`config.mk`:
```
export PLATFORM = sky130hd
export DESIGN_NAME = ssee_slave
export DESIGN_NICKNAME = d
export VERILOG_FILES = /design/src/design/ssee_slave.v /design/src/design/ssee_prog_timer.v
export VERILOG_INCLUDE_DIRS = /design/src /design/src/design
export SDC_FILE = /design/constraint.sdc
export NUM_CORES = 2
export LEC_CHECK = 0
export ABC_AREA = 0
export BUFFER_PORTS_ARGS = -buffer_cell sky130_fd_sc_hd__buf_2
export CAP_MARGIN = 30
export CORE_MARGIN = 1.5
export CORE_UTILIZATION = 40
export CTS_CLUSTER_DIAMETER = 200
export CTS_CLUSTER_SIZE = 12
export DETAILED_ROUTE_END_ITERATION = 6
export GPL_ROUTABILITY_DRIVEN = 0
export PLACE_DENSITY = 0.62
export SLEW_MARGIN = 0
export SYNTH_ARGS = -nofsm -noshare
export SYNTH_HDL_FRONTEND = slang
export SYNTH_SLANG_ARGS = --single-unit
```
`constraint.sdc`:
```
create_clock -name CORE_CLK_I -period 4.35 [get_ports CORE_CLK_I]
set_input_delay 0.87 -clock CORE_CLK_I [delete_from_list [all_inputs] [get_ports CORE_CLK_I]]
set_output_delay 0.87 -clock CORE_CLK_I [all_outputs]
set_load 0.05 [all_outputs]
```
`src/design/ssee_regs.vh`:
```
// Purpose: Constants for the two-wire serial EEPROM slave.
// Assumes: Included by bare name from the slave design file.
// Notes: Offsets and field positions of the serial byte frames.
`ifndef SSEE_REGS_VH
`define SSEE_REGS_VH
`define SSEE_BYTE_BITS     4'h8
`define SSEE_RW_BIT        0
`define SSEE_CS_LSB        1
`define SSEE_CS_MSB        3
`define SSEE_TYPE_LSB      4
`define SSEE_TYPE_MSB      7
`define SSEE_MAX_WR_BYTES  2'h2
`define SSEE_PTR_RESET     8'h00
`endif

```
`src/design/ssee_slave.v`:
```
// Purpose: Two-wire serial slave of a 256 x 8 EEPROM.
// Assumes: CORE_CLK_I far faster than SCL; SDA is open drain with pull-up.
// Notes: Array is not reset; it stands for nonvolatile cells.
`timescale 1ns/1ps
`default_nettype none
`include "ssee_regs.vh"
module ssee_slave #(
	parameter [3:0] DEV_TYPE = 4'ha // Fixed upper address bits, arbitrary default
) (
	// Clock and reset
	input  wire CORE_CLK_I,
	input  wire RST_N_I,
	// Serial bus
	input  wire SCL_I,
	input  wire SDA_I,
	output wire SDA_O,
	output wire SDA_OE_O,
	// Chip select straps
	input  wire CHIP_SELECT_PIN_BIT0_I,
	input  wire CHIP_SELECT_PIN_BIT1_I,
	input  wire CHIP_SELECT_PIN_BIT2_I,
	// Program timing network
	input  wire PROGRAM_TIMING_NETWORK_INPUT_I,
	output wire PROGRAM_NET_CHARGE_O,
	output wire PROGRAM_BUSY_O
);
	localparam ST_IDLE  = 3'h0;
	localparam ST_ADDR  = 3'h1;
	localparam ST_WADDR = 3'h2;
	localparam ST_WDATA = 3'h3;
	localparam ST_ACK   = 3'h4;
	localparam ST_RDATA = 3'h5;
	localparam ST_RACK  = 3'h6;
	localparam ST_IGN   = 3'h7;

	// Wrapping pointer step
	function [7:0] ptr_inc;
		input [7:0] p;
		begin
			ptr_inc = p + 8'h01;
		end
	endfunction

	reg  [5:0] sync1_q;
	reg  [5:0] sync2_q;
	reg        scl_prev_q;
	reg        sda_prev_q;
	reg  [2:0] state_q;
	reg  [2:0] next_q;
	reg  [3:0] bit_cnt_q;
	reg  [7:0] shift_q;
	reg  [7:0] tx_q;
	reg  [7:0] ptr_q;
	reg  [1:0] wcnt_q;
	reg  [7:0] wr_addr_q [0:1];
	reg  [7:0] wr_data_q [0:1];
	reg        sda_oe_q;
	reg        mack_q;
	reg        prog_start_q;
	reg  [7:0] mem [0:255];

	wire       scl      = sync2_q[0];
	wire       sda      = sync2_q[1];
	wire [2:0] cs_pins  = sync2_q[4:2];
	wire       net      = sync2_q[5];
	wire       scl_rise = scl & ~scl_prev_q;
	wire       scl_fall = ~scl & scl_prev_q;
	wire       start_ev = scl & scl_prev_q & sda_prev_q & ~sda;
	wire       stop_ev  = scl & scl_prev_q & ~sda_prev_q & sda;
	wire       busy;
	wire       byte_done;
	wire       byte_idx;
	wire [7:0] rd_byte  = mem[ptr_q];
	wire       addr_hit = (shift_q[`SSEE_TYPE_MSB:`SSEE_TYPE_LSB] == DEV_TYPE) &&
	                      (shift_q[`SSEE_CS_MSB:`SSEE_CS_LSB] == cs_pins);

	// Open drain: only ever pull low
	assign SDA_O          = 1'b0;
	assign SDA_OE_O       = sda_oe_q;
	assign PROGRAM_BUSY_O = busy;

	// Every bus, strap and network pin passes two flops; edges come from the second stage only
	always @(posedge CORE_CLK_I or negedge RST_N_I) begin
		if (!RST_N_I) begin
			sync1_q    <= 6'h03;
			sync2_q    <= 6'h03;
			scl_prev_q <= 1'b1;
			sda_prev_q <= 1'b1;
		end else begin
			sync1_q    <= {PROGRAM_TIMING_NETWORK_INPUT_I, CHIP_SELECT_PIN_BIT2_I,
			               CHIP_SELECT_PIN_BIT1_I, CHIP_SELECT_PIN_BIT0_I, SDA_I, SCL_I};
			sync2_q    <= sync1_q;
			scl_prev_q <= scl;
			sda_prev_q <= sda;
		end
	end

	// Protocol engine; SCL is only sampled, so it must run far slower than CORE_CLK_I
	always @(posedge CORE_CLK_I or negedge RST_N_I) begin
		if (!RST_N_I) begin
			state_q      <= ST_IDLE;
			next_q       <= ST_IDLE;
			bit_cnt_q    <= 4'h0;
			shift_q      <= 8'h00;
			tx_q         <= 8'h00;
			ptr_q        <= `SSEE_PTR_RESET;
			wcnt_q       <= 2'h0;
			wr_addr_q[0] <= 8'h00;
			wr_addr_q[1] <= 8'h00;
			wr_data_q[0] <= 8'h00;
			wr_data_q[1] <= 8'h00;
			sda_oe_q     <= 1'b0;
			mack_q       <= 1'b0;
			prog_start_q <= 1'b0;
		end else begin
			prog_start_q <= 1'b0;
			if (prog_start_q)
				wcnt_q <= 2'h0;
			if (start_ev) begin
				// Repeated start drops any unfinished write bytes
				state_q   <= ST_ADDR;
				bit_cnt_q <= 4'h0;
				sda_oe_q  <= 1'b0;
				wcnt_q    <= 2'h0;
			end else if (stop_ev) begin
				state_q  <= ST_IDLE;
				sda_oe_q <= 1'b0;
				// Count kept until the timer has latched it
				if (wcnt_q != 2'h0 && !busy)
					prog_start_q <= 1'b1;
				else
					wcnt_q <= 2'h0;
			end else if (scl_rise) begin
				// Data is taken while SCL is high
				case (state_q)
					ST_ADDR, ST_WADDR, ST_WDATA: begin
						shift_q   <= {shift_q[6:0], sda};
						bit_cnt_q <= bit_cnt_q + 4'h1;
					end
					ST_RDATA: bit_cnt_q <= bit_cnt_q + 4'h1;
					ST_RACK: begin
						mack_q <= ~sda;
						if (!sda)
							ptr_q <= ptr_inc(ptr_q);
					end
					default: ;
				endcase
			end else if (scl_fall) begin
				// Outputs change only after SCL has fallen
				case (state_q)
					ST_ADDR: begin
						if (bit_cnt_q == `SSEE_BYTE_BITS) begin
							if (addr_hit && !busy) begin
								sda_oe_q <= 1'b1;
								next_q   <= shift_q[`SSEE_RW_BIT] ? ST_RDATA : ST_WADDR;
								state_q  <= ST_ACK;
							end else begin
								state_q <= ST_IGN;
							end
						end
					end
					ST_WADDR: begin
						if (bit_cnt_q == `SSEE_BYTE_BITS) begin
							ptr_q    <= shift_q;
							sda_oe_q <= 1'b1;
							next_q   <= ST_WDATA;
							state_q  <= ST_ACK;
						end
					end
					ST_WDATA: begin
						if (bit_cnt_q == `SSEE_BYTE_BITS) begin
							if (wcnt_q < `SSEE_MAX_WR_BYTES) begin
								wr_addr_q[wcnt_q[0]] <= ptr_q;
								wr_data_q[wcnt_q[0]] <= shift_q;
								ptr_q    <= ptr_inc(ptr_q);
								wcnt_q   <= wcnt_q + 2'h1;
								sda_oe_q <= 1'b1;
								next_q   <= ST_WDATA;
								state_q  <= ST_ACK;
							end else begin
								// A third byte is refused and not stored
								state_q <= ST_IGN;
							end
						end
					end
					ST_ACK: begin
						// Low was held across the whole ninth pulse
						bit_cnt_q <= 4'h0;
						if (next_q == ST_RDATA) begin
							tx_q     <= rd_byte;
							sda_oe_q <= ~rd_byte[7];
						end else begin
							sda_oe_q <= 1'b0;
						end
						state_q <= next_q;
					end
					ST_RDATA: begin
						if (bit_cnt_q == `SSEE_BYTE_BITS) begin
							sda_oe_q <= 1'b0;
							state_q  <= ST_RACK;
						end else begin
							tx_q     <= {tx_q[6:0], 1'b0};
							sda_oe_q <= ~tx_q[6];
						end
					end
					ST_RACK: begin
						if (mack_q) begin
							// Unlimited streaming while the master acknowledges
							tx_q      <= rd_byte;
							sda_oe_q  <= ~rd_byte[7];
							bit_cnt_q <= 4'h0;
							state_q   <= ST_RDATA;
						end else begin
							sda_oe_q <= 1'b0;
							state_q  <= ST_IGN;
						end
					end
					default: sda_oe_q <= 1'b0;
				endcase
			end
		end
	end

	// Cells written one at a time as each RC period ends
	always @(posedge CORE_CLK_I) begin
		if (byte_done)
			mem[wr_addr_q[byte_idx]] <= wr_data_q[byte_idx];
	end

	ssee_prog_timer u_timer (
		.clk_i       (CORE_CLK_I),
		.rst_n_i     (RST_N_I),
		.start_i     (prog_start_q),
		.count_i     (wcnt_q),
		.net_i       (net),
		.charge_o    (PROGRAM_NET_CHARGE_O),
		.busy_o      (busy),
		.byte_done_o (byte_done),
		.byte_idx_o  (byte_idx)
	);
endmodule // ssee_slave
`default_nettype wire

```
`src/design/ssee_prog_timer.v`:
```
// Purpose: Sequences the nonvolatile program cycle from an RC network.
// Assumes: net_i already synchronised; high once the capacitor has charged.
// Notes: One full discharge/charge period per byte programmed.
`timescale 1ns/1ps
`default_nettype none
module ssee_prog_timer (
	// Clock and reset
	input  wire       clk_i,
	input  wire       rst_n_i,
	// Control
	input  wire       start_i,
	input  wire [1:0] count_i,
	input  wire       net_i,
	// Status
	output reg        charge_o,
	output wire       busy_o,
	output reg        byte_done_o,
	output reg        byte_idx_o
);
	localparam ST_IDLE   = 2'h0;
	localparam ST_DISCH  = 2'h1;
	localparam ST_CHARGE = 2'h2;

	reg [1:0] state_q;
	reg [1:0] count_q;

	assign busy_o = (state_q != ST_IDLE);

	// Time comes only from the RC network, never from SCL
	always @(posedge clk_i or negedge rst_n_i) begin
		if (!rst_n_i) begin
			state_q     <= ST_IDLE;
			count_q     <= 2'h0;
			charge_o    <= 1'b0;
			byte_done_o <= 1'b0;
			byte_idx_o  <= 1'b0;
		end else begin
			byte_done_o <= 1'b0;
			case (state_q)
				ST_IDLE: begin
					charge_o <= 1'b0;
					if (start_i) begin
						count_q    <= count_i;
						byte_idx_o <= 1'b0;
						state_q    <= ST_DISCH;
					end
				end
				ST_DISCH: begin
					// Index steps only after the first cell write has used it
					if (byte_done_o)
						byte_idx_o <= 1'b1;
					// Start every period from an empty capacitor
					if (!net_i) begin
						charge_o <= 1'b1;
						state_q  <= ST_CHARGE;
					end
				end
				ST_CHARGE: begin
					if (net_i) begin
						charge_o    <= 1'b0;
						byte_done_o <= 1'b1;
						if (count_q == 2'h2 && !byte_idx_o) begin
							state_q <= ST_DISCH;
						end else begin
							state_q <= ST_IDLE;
						end
					end
				end
				default: state_q <= ST_IDLE;
			endcase
		end
	end
endmodule // ssee_prog_timer
`default_nettype wire

```
# Word-level counts from Yosys, hierarchy flattened
# Memories as Yosys holds them, arrays and structs flattened.
# Cells that the tools add are included.
[totals]
latch_bits = 0
input_bits = 8
mem_bits_rw = 2048
mem_bits_ro = 0
output_inout_bits = 4
n_memories = 1
reg_bits = 91
elab_cells = 212
[memory_table]
columns = ["name", "words", "word_bits", "read_ports", "rd_ports_with_merged_regs", "write_ports", "line_no", "text"]
rows = [
  ["mem", 256, 8, 1, 0, 1, "ssee_slave.v:60", "reg [7:0] mem [0:255];"],
]
[op_classes]
n_mul = 0
magnitude_cmp = 4
div = 0
reduce_logical = 35
shifts = 0
n_mux = 88
eq_ne = 40
addsub = 3
n_bitwise = 18
[op_table]
columns = ["op", "n"]
rows = [
  ["$mux W8", 14],
  ["$mux W3", 14],
  ["$bwmux W16", 2],
  ["$mux W2", 15],
  ["$ne A4 B4 Y1 const B", 7],
  ["$ne A2 B2 Y1 const B", 13],
  ["$mux W1", 24],
  ["$mux W4", 6],
  ["$mux W7", 3],
  ["$pmux W7 S3", 1],
  ["$reduce_and A7 Y1", 3],
  ["$pmux W3 S6", 1],
  ["$reduce_bool A3 Y1", 6],
  ["$pmux W8 S2", 1],
  ["$eq A3 B3 Y1 const B", 4],
  ["$reduce_and A10 Y1", 1],
  ["$ne A3 B3 Y1 const B", 3],
  ["$not A1 Y1", 9],
  ["$pmux W3 S3", 1],
  ["$reduce_and A3 Y1", 3],
  ["$reduce_and A9 Y1", 1],
  ["$add A8 B1 Y8 const B", 1],
  ["$demux W8 S1", 1],
  ["$eq A4 B4 Y1 const B", 2],
  ["other kinds (32)", 52],
]

# Logic depth before layout (Yosys ltp)
[logic_depth]
depth_word = 10
mapped_depth = 13
depth_no_buf = 9

# Cells and area by module
# A second synthesis with hierarchy kept.
[unflattened]
hier_cells = 4359
area_unflattened_um2 = 84424.7
[modules_own_cells]
columns = ["mod", "cells_each", "area_each_um2", "instances", "seq_area_each_um2"]
rows = [
  ["ssee_slave", 4332, 84114.4, 1, 63608.5],
  ["ssee_prog_timer", 27, 310.3, 1, 175.2],
]

# Worst setup path after synthesis
# No wires, ideal clock.
[synth_timing]
path_kind = "reg2reg"
startpoint = "reg u_timer.byte_idx_o"
endpoint = "mem mem[0][0] (data pin)"
t_arrival_ns = 3.055
synth_period_minus_slack_ns = 3.611
setup_slack_ns = 0.739
path_buffers = 3
t_required_ns = 3.795
path_stages_with_launch = 5
setup_ns = 0.555
cell_sequence = "dfrtp_1 > clkbuf_1 > clkbuf_1 > buf_1 > mux2_2"
[synth_between]
elab_chain_cells = 4
[synth_rtl]
columns = ["element", "line_no", "text"]
rows = [
  ["start, declared", "ssee_prog_timer.v:18", "output reg byte_idx_o"],
  ["start signal, assigned", "ssee_prog_timer.v:36", "byte_idx_o <= 1'b0;"],
  ["start signal, assigned", "ssee_prog_timer.v:44", "byte_idx_o <= 1'b0;"],
  ["start signal, assigned", "ssee_prog_timer.v:51", "byte_idx_o <= 1'b1;"],
  ["$not A1 Y2 (not written as such)", "ssee_slave.v:227", "mem[wr_addr_q[byte_idx]] <= wr_data_q[byte_idx];"],
  ["$mux W8 (not written as such) (3 in a row)", "ssee_slave.v:227", ""],
  ["end, declared", "ssee_slave.v:60", ""],
]
# No other way between the ends. The select of a mux whose other input is x is not followed.

# Worst setup path after layout
[layout_timing]
startpoint = "reg ptr_q[2]"
endpoint = "reg tx_q[0]"
[layout_between]
elab_chain_cells = 3
elab_cells_between_ends = 4
classes_between = "mux (3); memory (1)"
[layout_rtl]
columns = ["element", "line_no", "text"]
rows = [
  ["start, declared", "ssee_slave.v:53", "reg [7:0] ptr_q;"],
  ["start signal, assigned", "ssee_slave.v:106", "ptr_q <= `SSEE_PTR_RESET;"],
  ["start signal, assigned", "ssee_slave.v:144", "ptr_q <= ptr_inc(ptr_q);"],
  ["start signal, assigned", "ssee_slave.v:164", "ptr_q <= shift_q;"],
  ["$mem_v2 Z256 W8 (*)", "n/a", ""],
  ["$mux W7 (on tied branches)", "ssee_slave.v:207, ssee_slave.v:189", ""],
  ["$pmux W7 S3 (*)", "ssee_slave.v:150", "case (state_q)"],
  ["end signal, assigned", "ssee_slave.v:190", "tx_q <= rd_byte;"],
  ["end signal, assigned", "ssee_slave.v:202", "tx_q <= {tx_q[6:0], 1'b0};"],
  ["end signal, assigned", "ssee_slave.v:209", "tx_q <= rd_byte;"],
  ["end, declared", "ssee_slave.v:52", "reg [7:0] tx_q;"],
]
# Every way passes the cells marked *; elsewhere a longest branch is shown, timed or not. The select of a mux whose other input is x is not followed.
# A chain may end at the register's enable or synchronous reset.

==> reports/metrics.yaml <==
logic_synthesis:
  synth_compound_area_share_pct: 4.27
  syn-instance-count: 4382
  synthFlopType: "sky130_fd_sc_hd__edfxtp_1"
  synthesized_area_fraction_occupied_by_adder_cells_pct: 0.118
  synth_top_cell_area_share_pct: 72.6
  synth.distinct_cells: 84
  synth.yosys.warnings: 0
  yosysTopAreaCell: "sky130_fd_sc_hd__edfxtp_1"
  syn-mean-instance-area_sq_um: 19.3
  synth_sequential_area_ratio_pct: 75.3
  synth-edff-count: 2048
  synth.top_cells.by_area: "sky130_fd_sc_hd__edfxtp_1 73%, sky130_fd_sc_hd__mux4_2 9.7%, sky130_fd_sc_hd__mux2i_1 4.0%"
  yosys.area_share.xor_xnor_pct: 0.0517
  postSynthRegisterBits: 2139
  async_flop_share_pct: 4.25
  combinational_family_with_the_most_area_after_synthesis: "multiplexers"
  yosys.area_share.simple_pct: 3.38
  muxShareOfSynthArea_pct: 14.5
  netlist_area_before_placement_sq_um: 84700
  synthesis.nets: 4398
floorplan:
  die-width_um: 463
  coreArea_sq_um: 210000
  die-height_um: 463
  num_io_pins: 12
  placement_rows: 168
  floorplan.die_area_sq_um: 215000
  start_util_pct: 40.3
clock_network:
  clock_insertion_delay_worst_skew_ns: 0.87
  clk_pin_slew_worst_paths_ns: 0.07
  post_cts.repair.setup_buffers: 0
  clkSinkCount: 2139
  cts_repair_resize_count: 0
  cts.root.buffer_cell: "sky130_fd_sc_hd__clkbuf_16"
  clock_tree.htree_level_count: 4
  cts-buffers-inserted: 196
  cts.hold.buffers_added: 0
  clock_tree.buffer_depth: 3
  clock_tree_from_tritoncts: "built"
final_layout:
  area_delta_synth_final_pct: 11.2
  layout_commonest_cell: "sky130_fd_sc_hd__edfxtp_1"
  final_net_count: 4576
  final_layout_size_suffix_gt1_share_pct: 19.5
  most-common-layout-cells: "2048 x sky130_fd_sc_hd__edfxtp_1, 363 x sky130_fd_sc_hd__mux4_2, 340 x sky130_fd_sc_hd__mux2i_1, 303 x sky130_fd_sc_hd__nor2_1"
worst_setup_path:
  sort_of_element_at_the_start_of_the_critical_path: "flip-flop"
  required_ns: 5.13
  crit_fanout: 15
  worstReg2RegStart: "ptr_q[2]"
  timing.setup.critical_path_class: "reg -> reg"
  ff2ff_path_depth: 9
  timing.critical_path.arrival_ns: 4.71
  end_kind: "flip-flop"
  ff2ff_setup_slack_ns: 0.42
  timing.rr.end: "tx_q[0]"
timing:
  fmax_mhz: 254
  grt_setup_unrepaired: "no"
  hold_violations: 0
  tightest_pin_transition_ns: 1.05
  fin_crit_ns: 3.93
  relative_slew_slack_pct: 29.7
  final-max-slew-violation-count: 0
  finalSetupViolations: 0
  fin_skew_ns: 0.0624
  final_min_period_over_clock_period_pct: 90.4
  fin_setup_tns_ns: 0
drt:
  final_antenna_net_count: 0
  routed_wirelength_mm: 225
  drt_first_pass_iters: 5
  drcViolationCount: 0
  route.vias.total: 43900
  route.detailed.vias_per_inst: 5.92
  wire_per_inst_um: 30.4
  first_iter_violations: 5625
placement:
  dp_hpwl_mm: 141
  io_buffer_count: 10
power:
  internal_power_mw: 30.5
  p_sw_share_pct: 19.7
  ir_worst_vdd_mv: 0.301
  power.static_leakage_nw: 24.6
  fin_total_pwr_mw: 38.0
  comb_power_share_pct: 0.5
  cellPowerDensity_nw_per_um2: 404
  power_share_of_the_clock_group_pct: 40.7
  netSwitchingPower_mw: 7.50
  sequentialPowerShare_pct: 58.9
grt:
  grt_antenna_before_repair: 3
  pin_count_of_the_biggest_net_entering_global_routing: 134
  first_pass_grt_wire_length_mm: 324
  grt.overflow.total: 0
  via_count_of_the_first_global_routing_pass: 43300
  globalRouteTotalUtil_pct: 20.9
worst_hold_path:
  hold_path_class: "in -> async"
run:
  maxCapViolations: 0
outcome:
  result_of_the_run: "finished, final reports clean"
==> cell type report <==
class | count | area [sq um]
fillers | 17500 | 116000
multi-input cells | 1953 | 19100
repair buffers | 245 | 2280
well taps | 2805 | 3510
diodes | 2 | 5.00
inverters | 25 | 98.8
flip-flops and latches | 2139 | 63800
clock buffers | 228 | 5050
clock inverters | 15 | 314
==> state kept, by name, summed over array words and instances (netlist names), 4 cells and up <==
name,flops
wr_addr_q,16
bit_cnt_q,4
ptr_q,8
sync2_q,6
mem,2048
wr_data_q,16
sync1_q,6
shift_q,8
tx_q,7
==> cells by family after synthesis <==
kind of cell	after synthesis
XOR/XNOR	5
buffers and inverters	290
multiplexers	758
adder cells (fa/ha/maj)	8
other	1
AND/OR/NAND/NOR	654
flip-flops	2139
AO/OA/AOI/OAI	527
==> through the flow <==
stage          cells  area [sq um]  utilization, %  setup WS (ns)  hold slack (ns)
3_5_place_dp    7164         88700            42.3          0.541            0.344
6_report        7412         94200            44.8          0.417           0.0973
2_1_floorplan   4382         84700               -          0.739            0.331
3_3_place_gp    7155         88700            42.2          0.334            0.344
5_1_grt         7410         94200            44.8          0.271           0.0549
4_1_cts         7407         94100            44.8          0.491           0.0307
==> Yosys cell counts (11+ instances only) <==
cell	count
sky130_fd_sc_hd__a22oi_1	57
sky130_fd_sc_hd__nor3_1	65
sky130_fd_sc_hd__nor4_1	13
sky130_fd_sc_hd__o221ai_1	98
sky130_fd_sc_hd__nand2_1	157
sky130_fd_sc_hd__mux4_2	363
sky130_fd_sc_hd__buf_2	63
sky130_fd_sc_hd__nand3_1	40
sky130_fd_sc_hd__a21oi_1	132
sky130_fd_sc_hd__mux2i_1	340
sky130_fd_sc_hd__mux2_2	46
sky130_fd_sc_hd__buf_1	13
sky130_fd_sc_hd__buf_4	24
sky130_fd_sc_hd__a211oi_1	22
sky130_fd_sc_hd__buf_6	57
sky130_fd_sc_hd__inv_1	24
sky130_fd_sc_hd__buf_12	11
sky130_fd_sc_hd__nor2_1	304
sky130_fd_sc_hd__clkbuf_1	84
sky130_fd_sc_hd__dfrtp_1	85
sky130_fd_sc_hd__o21ai_0	44
sky130_fd_sc_hd__edfxtp_1	2048
sky130_fd_sc_hd__o21ai_1	13
sky130_fd_sc_hd__nor2b_1	17
sky130_fd_sc_hd__o22ai_1	80
==> critical path: stages, from the launching register on <==
cell	delay, ns
sky130_fd_sc_hd__dfrtp_2	0.76
sky130_fd_sc_hd__buf_4	0.41
sky130_fd_sc_hd__and2_2	0.57
sky130_fd_sc_hd__buf_4	0.47
sky130_fd_sc_hd__a22oi_1	0.20
sky130_fd_sc_hd__a21oi_1	0.56
sky130_fd_sc_hd__nor3_1	0.15
sky130_fd_sc_hd__a21oi_1	0.36
sky130_fd_sc_hd__a32oi_1	0.17
sky130_fd_sc_hd__o21ai_1	0.14
==> worst max path at each step <==
stage | startpoint | cells after the start | slack (ns) | to
floorplan | u_timer.byte_idx_o | 4 | 0.74 | mem[0][0]
global placement | ptr_q[0] | 11 | 0.33 | SDA_OE_O
detailed placement | ptr_q[0] | 10 | 0.54 | SDA_OE_O
CTS | ptr_q[0] | 9 | 0.49 | tx_q[5]
global route | ptr_q[0] | 9 | 0.27 | tx_q[2]
finish | ptr_q[2] | 9 | 0.42 | tx_q[0]
==> layer usage <==
| metal | share of wire, % | vias to the layer above | track usage [%] |
|---|---|---|---|
| li1 | - | 18200 | - |
| met1 | 41 | 23200 | 29.7 |
| met2 | 47 | 2098 | 32.2 |
| met3 | 8.5 | 372 | 3.95 |
| met4 | 3.5 | 2 | 7.34 |
| met5 | 0.0058 | - | 0 |
==> power by group through the flow <==
stage	Clock, mW	Combinational [mW]	Sequential [mW]
after detailed placement	0	0.183	22.8
after global routing	16.4	0.205	22.4
final	15.5	0.183	22.4
after floorplan	0	0.132	22.8
after global placement	0	0.176	22.8
after CTS	15.7	0.184	22.4
(Power assumes the default switching activity.)
